[config.mk]
export PLATFORM = sky130hd
export DESIGN_NAME = ues_severity_bank
export DESIGN_NICKNAME = d
export VERILOG_FILES = /design/src/hdl/ues_sticky_reg.v /design/src/hdl/ues_severity_bank.v
export VERILOG_INCLUDE_DIRS = /design/src /design/src/hdl
export SDC_FILE = /design/constraint.sdc
export NUM_CORES = 1
export LEC_CHECK = 0
export ABC_AREA = 1
export BUFFER_PORTS_ARGS = -buffer_cell sky130_fd_sc_hd__buf_2
export CORE_MARGIN = 3
export CORE_UTILIZATION = 45
export CTS_CLUSTER_SIZE = 16
export DETAILED_ROUTE_END_ITERATION = 8
export GPL_TIMING_DRIVEN = 0
export PLACE_DENSITY = 0.94
export REMOVE_ABC_BUFFERS = 1
export SLEW_MARGIN = 20
export SYNTH_ARGS = -nofsm -noshare
export SYNTH_HDL_FRONTEND = slang
export SYNTH_SLANG_ARGS = --single-unit
[constraint.sdc]
create_clock -name clk -period 4.9 [get_ports clk]
set_clock_uncertainty 0.05 [all_clocks]
set_input_delay 0.49 -clock clk [delete_from_list [all_inputs] [get_ports clk]]
set_output_delay 0.49 -clock clk [all_outputs]
set_load 0.005 [all_outputs]
[src/hdl/ues_defines.vh]
`ifndef UES_DEFINES_VH
`define UES_DEFINES_VH
// Register byte offsets.
`define UES_OFF_MASK      12'h108
`define UES_OFF_SEV       12'h10C
// Event bit positions shared by mask and severity.
`define UES_BIT_OBSOLETE  0
`define UES_BIT_LINKPROT  4
`define UES_BIT_SURPDOWN  5
`define UES_BIT_POISONED  12
`define UES_BIT_FLOWCTRL  13
`define UES_BIT_CMPLTO    14
`define UES_BIT_CMPLABT   15
`define UES_BIT_UNEXPCPL  16
`define UES_BIT_RCVOVFL   17
`define UES_BIT_MALFORM   18
`define UES_BIT_E2ECRC    19
`define UES_BIT_UNSUPREQ  20
// Writable bits of each register.
`define UES_SEV_WMASK     32'h001F3031
`define UES_MASK_WMASK    32'h001F3031
// Reset values.
`define UES_SEV_RESET     32'h00062030
`define UES_MASK_RESET    32'h00000000
`endif

[src/hdl/ues_sticky_reg.v]
`timescale 1ns/100ps
// One sticky register: only power-on reset restores its default.
module ues_sticky_reg #(
  parameter [31:0] RESET_VAL = 32'h00000000,
  parameter [31:0] WMASK     = 32'hFFFFFFFF
) (
  input  wire        clk,
  input  wire        rst,
  input  wire        wr_en,
  input  wire [31:0] wr_data,
  output wire [31:0] value
);
  reg [31:0] value_q; // Stored bits.

  // Writes touch only the writable positions; others stay constant.
  always @(posedge clk or posedge rst) begin
    if (rst) begin
      value_q <= RESET_VAL;
    end else if (wr_en) begin
      value_q <= (wr_data & WMASK) | (value_q & ~WMASK);
    end
  end

  // Fixed positions are forced to their reset value (zero).
  assign value = (value_q & WMASK) | (RESET_VAL & ~WMASK);
endmodule

[src/hdl/ues_severity_bank.v]
// The APB slave port was left to the implementer.
`timescale 1ns/100ps
`include "ues_defines.vh"
module ues_severity_bank (
  clk,
  rst,
  psel,
  penable,
  pwrite,
  paddr,
  pwdata,
  prdata,
  pready,
  pslverr,
  event_in,
  fatal_report,
  nonfatal_report,
  log_event
);
  input  wire        clk;             // 10 MHz clock.
  input  wire        rst;             // Power-on reset, async, high.
  input  wire        psel;            // APB select.
  input  wire        penable;         // APB access phase.
  input  wire        pwrite;          // APB direction.
  input  wire [11:0] paddr;           // APB byte address.
  input  wire [31:0] pwdata;          // APB write data.
  output reg  [31:0] prdata;          // APB read data, registered.
  output wire        pready;          // Always ready.
  output reg         pslverr;         // Error on unmapped address.
  input  wire [31:0] event_in;        // One-cycle event pulses.
  output reg  [31:0] fatal_report;    // Events reported fatal.
  output reg  [31:0] nonfatal_report; // Events reported non-fatal.
  output reg  [31:0] log_event;       // Events passed to status log.

  // Register contents as software sees them.
  wire [31:0] sev_val;   // Severity register contents.
  wire [31:0] mask_val;  // Mask register contents.
  wire [31:0] sev_view;  // Severity word rebuilt from named controls.

  // Register bus phase and address decode.
  wire        setup;     // Setup phase of a transfer.
  wire        hit_sev;   // Address selects severity register.
  wire        hit_mask;  // Address selects mask register.
  wire        wr_sev;    // Write strobe for the severity register.
  wire        wr_mask;   // Write strobe for the mask register.

  // Named severity controls, one per event position.
  wire        obsolete_bit;                 // Stored, drives only the read-back word.
  wire        link_protocol_error_sev;      // Data link protocol errors.
  wire        surprise_down_sev;            // Surprise-down errors.
  wire        poisoned_pkt_sev;             // Poisoned packets.
  wire        flow_ctrl_protocol_error_sev; // Flow control errors.
  wire        completion_timeout_sev;       // Fixed zero position.
  wire        completer_abort_sev;          // Fixed zero position.
  wire        unexpected_completion_sev;    // Unexpected completions.
  wire        receiver_overflow_sev;        // Receiver overflow events.
  wire        malformed_pkt_sev;            // Malformed packets.
  wire        e2e_crc_sev;                  // End-to-end CRC errors.
  wire        unsupported_req_sev;          // Unsupported requests.

  // Mask bits of the events that can be reported.
  wire        link_protocol_error_msk;      // Silences link protocol.
  wire        surprise_down_msk;            // Silences surprise-down.
  wire        poisoned_pkt_msk;             // Silences poisoned packets.
  wire        flow_ctrl_protocol_error_msk; // Silences flow control.
  wire        unexpected_completion_msk;    // Silences unexpected cpl.
  wire        receiver_overflow_msk;        // Silences receiver overflow.
  wire        malformed_pkt_msk;            // Silences malformed packets.
  wire        e2e_crc_msk;                  // Silences end-to-end CRC.
  wire        unsupported_req_msk;          // Silences unsupported req.

  // Events that fired in this cycle with their mask bit clear.
  wire        link_protocol_error_hit;      // Link protocol passes.
  wire        surprise_down_hit;            // Surprise-down passes.
  wire        poisoned_pkt_hit;             // Poisoned packet passes.
  wire        flow_ctrl_protocol_error_hit; // Flow control passes.
  wire        unexpected_completion_hit;    // Unexpected cpl passes.
  wire        receiver_overflow_hit;        // Receiver overflow passes.
  wire        malformed_pkt_hit;            // Malformed packet passes.
  wire        e2e_crc_hit;                  // End-to-end CRC passes.
  wire        unsupported_req_hit;          // Unsupported req passes.

  // Combined vectors feeding the flip-flops.
  reg  [31:0] live;        // Unmasked, reportable events.
  reg  [31:0] fatal_d;     // Next fatal report vector.
  reg  [31:0] nonfatal_d;  // Next non-fatal report vector.
  reg  [31:0] prdata_d;    // Next read data.
  reg         pslverr_d;   // Next slave error flag.

  // Zero-wait slave: every access completes in its first access cycle.
  assign pready   = 1'b1;
  assign setup    = psel & ~penable;
  assign hit_sev  = (paddr == `UES_OFF_SEV);
  assign hit_mask = (paddr == `UES_OFF_MASK);

  // A write lands only at the access edge of a matching transfer.
  assign wr_sev   = psel & penable & pwrite & hit_sev;
  assign wr_mask  = psel & penable & pwrite & hit_mask;

  // Severity register: bits 0,4,5,12,13,16-20 writable and sticky.
  ues_sticky_reg #(
    .RESET_VAL (`UES_SEV_RESET),
    .WMASK     (`UES_SEV_WMASK)
  ) u_sev (
    .clk     (clk),
    .rst     (rst),
    .wr_en   (wr_sev),
    .wr_data (pwdata),
    .value   (sev_val)
  );

  // Mask register: same writable positions, cleared at power-on.
  ues_sticky_reg #(
    .RESET_VAL (`UES_MASK_RESET),
    .WMASK     (`UES_MASK_WMASK)
  ) u_mask (
    .clk     (clk),
    .rst     (rst),
    .wr_en   (wr_mask),
    .wr_data (pwdata),
    .value   (mask_val)
  );

  // Severity controls picked out of the register by position.
  assign obsolete_bit                 = sev_val[`UES_BIT_OBSOLETE];
  assign link_protocol_error_sev      = sev_val[`UES_BIT_LINKPROT];
  assign surprise_down_sev            = sev_val[`UES_BIT_SURPDOWN];
  assign poisoned_pkt_sev             = sev_val[`UES_BIT_POISONED];
  assign flow_ctrl_protocol_error_sev = sev_val[`UES_BIT_FLOWCTRL];
  assign completion_timeout_sev       = sev_val[`UES_BIT_CMPLTO];
  assign completer_abort_sev          = sev_val[`UES_BIT_CMPLABT];
  assign unexpected_completion_sev    = sev_val[`UES_BIT_UNEXPCPL];
  assign receiver_overflow_sev        = sev_val[`UES_BIT_RCVOVFL];
  assign malformed_pkt_sev            = sev_val[`UES_BIT_MALFORM];
  assign e2e_crc_sev                  = sev_val[`UES_BIT_E2ECRC];
  assign unsupported_req_sev          = sev_val[`UES_BIT_UNSUPREQ];

  // Mask bits picked out of the mask register by position.
  assign link_protocol_error_msk      = mask_val[`UES_BIT_LINKPROT];
  assign surprise_down_msk            = mask_val[`UES_BIT_SURPDOWN];
  assign poisoned_pkt_msk             = mask_val[`UES_BIT_POISONED];
  assign flow_ctrl_protocol_error_msk = mask_val[`UES_BIT_FLOWCTRL];
  assign unexpected_completion_msk    = mask_val[`UES_BIT_UNEXPCPL];
  assign receiver_overflow_msk        = mask_val[`UES_BIT_RCVOVFL];
  assign malformed_pkt_msk            = mask_val[`UES_BIT_MALFORM];
  assign e2e_crc_msk                  = mask_val[`UES_BIT_E2ECRC];
  assign unsupported_req_msk          = mask_val[`UES_BIT_UNSUPREQ];

  // An event passes when it fires and its mask bit is clear.
  assign link_protocol_error_hit      = event_in[`UES_BIT_LINKPROT]
    & ~link_protocol_error_msk;
  assign surprise_down_hit            = event_in[`UES_BIT_SURPDOWN]
    & ~surprise_down_msk;
  assign poisoned_pkt_hit             = event_in[`UES_BIT_POISONED]
    & ~poisoned_pkt_msk;
  assign flow_ctrl_protocol_error_hit = event_in[`UES_BIT_FLOWCTRL]
    & ~flow_ctrl_protocol_error_msk;
  assign unexpected_completion_hit    = event_in[`UES_BIT_UNEXPCPL]
    & ~unexpected_completion_msk;
  assign receiver_overflow_hit        = event_in[`UES_BIT_RCVOVFL]
    & ~receiver_overflow_msk;
  assign malformed_pkt_hit            = event_in[`UES_BIT_MALFORM]
    & ~malformed_pkt_msk;
  assign e2e_crc_hit                  = event_in[`UES_BIT_E2ECRC]
    & ~e2e_crc_msk;
  assign unsupported_req_hit          = event_in[`UES_BIT_UNSUPREQ]
    & ~unsupported_req_msk;

  // Severity word as read back; fixed and reserved positions are zero.
  assign sev_view = {11'h000,                      // Bits 31:21.
                     unsupported_req_sev,
                     e2e_crc_sev,
                     malformed_pkt_sev,
                     receiver_overflow_sev,
                     unexpected_completion_sev,
                     completer_abort_sev,
                     completion_timeout_sev,
                     flow_ctrl_protocol_error_sev,
                     poisoned_pkt_sev,
                     6'h00,                        // Bits 11:6.
                     surprise_down_sev,
                     link_protocol_error_sev,
                     3'h0,                         // Bits 3:1.
                     obsolete_bit};

  // Passing events, also handed to the status log.
  // Bit 0 and the fixed positions have no event path, so they never pass.
  // A masked event is neither logged nor reported.
  always @* begin
    live                        = 32'h00000000;
    live[`UES_BIT_LINKPROT]     = link_protocol_error_hit;
    live[`UES_BIT_SURPDOWN]     = surprise_down_hit;
    live[`UES_BIT_POISONED]     = poisoned_pkt_hit;
    live[`UES_BIT_FLOWCTRL]     = flow_ctrl_protocol_error_hit;
    live[`UES_BIT_UNEXPCPL]     = unexpected_completion_hit;
    live[`UES_BIT_RCVOVFL]      = receiver_overflow_hit;
    live[`UES_BIT_MALFORM]      = malformed_pkt_hit;
    live[`UES_BIT_E2ECRC]       = e2e_crc_hit;
    live[`UES_BIT_UNSUPREQ]     = unsupported_req_hit;
  end

  // Each passing event goes to exactly one report kind.
  always @* begin
    fatal_d    = 32'h00000000;
    nonfatal_d = 32'h00000000;
    fatal_d[`UES_BIT_LINKPROT]    = link_protocol_error_hit
      & link_protocol_error_sev;
    nonfatal_d[`UES_BIT_LINKPROT] = link_protocol_error_hit
      & ~link_protocol_error_sev;
    fatal_d[`UES_BIT_SURPDOWN]    = surprise_down_hit
      & surprise_down_sev;
    nonfatal_d[`UES_BIT_SURPDOWN] = surprise_down_hit
      & ~surprise_down_sev;
    fatal_d[`UES_BIT_POISONED]    = poisoned_pkt_hit
      & poisoned_pkt_sev;
    nonfatal_d[`UES_BIT_POISONED] = poisoned_pkt_hit
      & ~poisoned_pkt_sev;
    fatal_d[`UES_BIT_FLOWCTRL]    = flow_ctrl_protocol_error_hit
      & flow_ctrl_protocol_error_sev;
    nonfatal_d[`UES_BIT_FLOWCTRL] = flow_ctrl_protocol_error_hit
      & ~flow_ctrl_protocol_error_sev;
    fatal_d[`UES_BIT_UNEXPCPL]    = unexpected_completion_hit
      & unexpected_completion_sev;
    nonfatal_d[`UES_BIT_UNEXPCPL] = unexpected_completion_hit
      & ~unexpected_completion_sev;
    fatal_d[`UES_BIT_RCVOVFL]     = receiver_overflow_hit
      & receiver_overflow_sev;
    nonfatal_d[`UES_BIT_RCVOVFL]  = receiver_overflow_hit
      & ~receiver_overflow_sev;
    fatal_d[`UES_BIT_MALFORM]     = malformed_pkt_hit
      & malformed_pkt_sev;
    nonfatal_d[`UES_BIT_MALFORM]  = malformed_pkt_hit
      & ~malformed_pkt_sev;
    fatal_d[`UES_BIT_E2ECRC]      = e2e_crc_hit
      & e2e_crc_sev;
    nonfatal_d[`UES_BIT_E2ECRC]   = e2e_crc_hit
      & ~e2e_crc_sev;
    fatal_d[`UES_BIT_UNSUPREQ]    = unsupported_req_hit
      & unsupported_req_sev;
    nonfatal_d[`UES_BIT_UNSUPREQ] = unsupported_req_hit
      & ~unsupported_req_sev;
  end

  // Read mux: picks the addressed word and flags unmapped addresses.
  always @* begin
    prdata_d  = 32'h00000000;
    pslverr_d = 1'b0;
    if (hit_sev) begin
      // Severity word with its fixed positions forced to zero.
      prdata_d = sev_view;
    end else if (hit_mask) begin
      // Mask word as stored.
      prdata_d = mask_val;
    end else begin
      // Unmapped addresses read zero and flag an error.
      pslverr_d = 1'b1;
    end
  end

  // Read data is captured in setup, so it is valid in the access phase.
  // Outside a transfer the last answer stands unchanged.
  // A write in the same transfer never changes the captured word.
  always @(posedge clk or posedge rst) begin
    if (rst) begin
      prdata  <= 32'h00000000;
      pslverr <= 1'b0;
    end else if (setup) begin
      prdata  <= prdata_d;
      pslverr <= pslverr_d;
    end
  end

  // Reports are registered one cycle after the event pulse.
  // Each output stands for exactly one cycle per event pulse.
  // Bit 0 and the fixed positions never reach any output.
  // A severity write applies to events in the cycle after its edge.
  always @(posedge clk or posedge rst) begin
    if (rst) begin
      fatal_report    <= 32'h00000000;
      nonfatal_report <= 32'h00000000;
      log_event       <= 32'h00000000;
    end else begin
      fatal_report    <= fatal_d;
      nonfatal_report <= nonfatal_d;
      log_event       <= live;
    end
  end
endmodule

# ---- Word level (Yosys, flattened, before mapping)
# Index checks and enable logic that the tools add are counted.
# W data, S select, Z words.
dict set report word_totals {
  regBits 124
  latchBits 0
  inputBits 81
  wordCells 66
  output_inout_bits 130
  mem_count 0
  rom_bits 0
  ramBits 0
}
dict set report op_classes {
  bitwise_logic 53
  shift 0
  n_lt_le_gt_ge 0
  div 0
  muxes 4
  n_reduce_logical 0
  n_eq_ne 2
  addsub 0
  n_mul 0
}
# op n
set ops {}
lappend ops {{$or A21 B32 Y32} 2}
lappend ops {{$mux W21} 2}
lappend ops {{$and A1 B1 Y1} 32}
lappend ops {{$eq A12 B9 Y1 const B} 2}
lappend ops {{$not A1 Y1} 19}
lappend ops {{$mux W1} 2}

# ---- Longest topological paths before layout
dict set report depth {
  word_depth 3
  depth_mapped 9
  ltp_nobuf 8
}

# ---- By module
# A second synthesis with hierarchy kept.
dict set report unflattened {
  cells_unflattened 474
  area_unflattened_um2 4284.1
}
# mod instances cells_each area_each_um2 seq_area_each_um2
set modules_own_cells {}
lappend modules_own_cells {ues_severity_bank 1 342 3176.8 1501.4}
lappend modules_own_cells {{ues_sticky_reg at u_sev} 1 66 556.8 256.5}
lappend modules_own_cells {{ues_sticky_reg at u_mask} 1 66 550.5 250.2}

# ---- Least setup slack after synthesis
# Ideal clock, no wire load.
dict set report synth_path {
  path_type {input-to-reg}
  start {input port paddr[7]}
  end {register u_sev.value_q[16]}
  path_buffers 1
  required_time_ps 4733
  cell_stages 7
  slack_ps 3575
  setup_time_ps 117
  arrival_ps 1158
  path_cell_list {nor2_2 nand2_2 nor2_4 nand3_2 buf_6 nand2_1 o21ai_2}
}
dict set report synth_between {
  elab_chain_cells 2
}
# element line
set synth_rtl {}
lappend synth_rtl {{from (decl)} ues_severity_bank.v:25} ;# input wire [11:0] paddr;
lappend synth_rtl {{$eq A12 B9 Y1 (no line)} n/a}
lappend synth_rtl {{$and A1 B1 Y1} ues_severity_bank.v:97} ;# assign wr_sev = psel & penable & pwrite & hit_sev;
lappend synth_rtl {{to (signal assigned)} ues_sticky_reg.v:20} ;# value_q <= (wr_data & WMASK) | (value_q & ~WMASK);
lappend synth_rtl {{to (decl)} ues_sticky_reg.v:13} ;# reg [31:0] value_q;
# No other way between the ends.
# A chain may end at the register's enable or synchronous reset.

# ---- Worst setup path in the final report
dict set report layout_path {
  start {input port paddr[10]}
  end {register u_sev.value_q[19]}
}
# The elaborated chain is that of the path after synthesis.

==> run metrics <==
Core ar. 6530 um2; fin crit share 38.1%; Clock Root Buffer clkbuf_8; initial antenna violation count 0; # hold bufs at CTS 0; global-route wire length before repair 8940 um; Startpoint Class input pin; vias in the first global route 2006; Worst Max-Slew Pin Slew 684 ps; ANT nets after route 0; clock buffer depth 2; Yosys reg bits 58; Hold WC Path Type in2async; CP top delay family simple AND/OR/NAND/NOR gates; Worst path most repeated cell nand2_1; DRT Wirelength 5820 um; RSZ-0062 raised after global routing false; nets 505; CP Capture Type flop; Power Density 274 nW/um2; CTS H-tree lvls 3; Max Cap Viol 0; die area 7990 um2; diode count 0; sequential cell area 1460 um2; Clock Latency Late Sink 330 ps; CP max-delay cell nand3_2; Die W 89.4 um; worst vdd ir 0.0963 mV; FILL cells 623; Required @ worst endpoint 5050 ps; most frequent cells in the layout conb_1 (92), nand2_1 (86), buf_2 (73), dfrtp_1 (53), inv_1 (26); Ports 211; Max Clk Rate 536 MHz; via/cell ratio 4.33; post-placement cell area 3180 um2; num rows 29; Initial Util 47.9%; Setup violations, final 0; fin util 51.0%; YS warnings 0; Pins Over Slew Limit 0; Avg Cell Area, Syn 8.94 um2; GRT Total Usage 14.9%; CTS sink cnt 58; total number of vias 2186; min Tclk post-route 1870 ps; Seq/Total Area, Yosys 46.6%; DRC Markers 0; port bufs 73; post-synthesis cell area 3130 um2; share of cells above drive strength 1 27.3%; Buf/Inv on CP 2; Arr. time, crit path 2020 ps; post-cts resize count 0; commonest non-fill, non-tap cell in the layout conb_1; WL/cell 11.5 um; Final Hold Viols 0; Syn Inst Count 350; DR iter-0 viols 77; Post-CTS Setup Bufs 0; GP Congestion 0.695; Die Y 89.4 um; Setup CP Type in2reg; Area growth, synth to finish 6.52%; TritonCTS clock tree yes; largest net degree at the start of global routing 59; synth unique cells 23; hpwl dp 4240 um; setup TNS 0 ps; crit-path max cell delay 550 ps; Tot Pwr 0.912 mW; CP cell instances buf_2, inv_1, nand2_1, nor2_4, nand3_2, nand2_1, o21ai_2; Hold WS 220 ps; Inserted Clock Buffers 9; DRT Pass-1 Iters 4; Multi-input gate area 1150 um2; grt ovf 0; status finished clean; crit path max fanout 22; relative slew slack 54.4%; design area 3330 um2; Clock transition at path regs 60 ps; P_leak 1.99 nW
where the power goes:
group | leakage [nW] | switching [mW] | internal [mW]
Clock | 0.0762 | 0.171 | 0.179
Combinational | 1.17 | 0.0525 | 0.0202
Sequential | 0.745 | 0.00183 | 0.487
Total | 1.99 | 0.226 | 0.686
worst register-to-register path, cell delays in order, from the launching register on:
cell and delay, ps:
dfstp_2 560, nand3_1 90, nand2_1 100, nand2_1 50, nand2_1 60
metal layers:
| metal | vias up | routed length [um] | track usage [%] |
|---|---|---|---|
| li1 | 1040 | - | - |
| met1 | 1011 | 2160 | 16.3 |
| met2 | 127 | 2980 | 25.9 |
| met3 | 8 | 608 | 5.71 |
| met4 | 0 | 74 | 5.95 |
| met5 | - | 0 | 0 |
cells in the mapped netlist (all sizes together):
| library cell | n | area (um2) |
|---|---|---|
| dfrtp | 53 | 1330 |
| a21oi | 1 | 5.00 |
| nor3 | 10 | 55.1 |
| o21ai | 10 | 87.6 |
| nor3b | 9 | 67.6 |
| clkbuf | 1 | 3.75 |
| buf | 99 | 747 |
| nand3 | 22 | 120 |
| inv | 29 | 109 |
| dfstp | 5 | 131 |
| nor4 | 1 | 6.26 |
| nand2 | 89 | 342 |
| nor2 | 19 | 120 |
| conb | 2 | 7.51 |
cell families (layout without fill, tap and decap cells):
family                 count (synthesis)  count (layout)  share of synthesized area (%)
and+or+nand+nor                      150             150                           22.7
buffers and inverters                129             117                           27.5
DFF                                   58              58                           46.6
AOI/OAI and AO/OA                     11              11                           2.96
other                                  2              92                          0.240
sequential cells by signal, summed over array words and instances (netlist names):
signal / cells
prdata: 10
u_mask.value_q: 10
u_sev.value_q: 10
fatal_report: 9
log_event: 9
nonfatal_report: 9
pslverr: 1
through the flow:
| stage | instances | setup WS [ps] |
|---|---|---|
| floorplan | 340 | 2940 |
| global placement | 490 | 2370 |
| CTS | 505 | 3030 |
| detailed placement | 490 | 2670 |
| finish | 505 | 3030 |
| global route | 505 | 2890 |
path summary, 6_finish.rpt:
| path | slack [ps] | startpoint | to | cells after the start |
|---|---|---|---|---|
| max in group asynchronous | 4120 | rst | pslverr | 2 |
| setup reg to reg | 3930 | u_sev.value_q[5] | prdata[5] | 4 |
| setup / recovery | 3030 | paddr[10] | u_sev.value_q[19] | 7 |
| hold reg to reg | 430 | prdata[0] | prdata[0] | 2 |
| min in group clk | 330 | pwdata[20] | u_mask.value_q[20] | 3 |
| hold / removal | 220 | rst | log_event[17] | 2 |
final cells by class:
| type | count | area share (%) |
|---|---|---|
| flip-flops and latches | 58 | 43.7 |
| multi-input cells | 253 | 34.5 |
| repair buffers | 73 | 11.0 |
| clock buffers | 12 | 4.06 |
| inverters | 29 | 3.34 |
| well taps | 77 | 2.89 |
| clock inverters | 3 | 0.526 |
No activity file was read; power rests on OpenSTA's default activity.
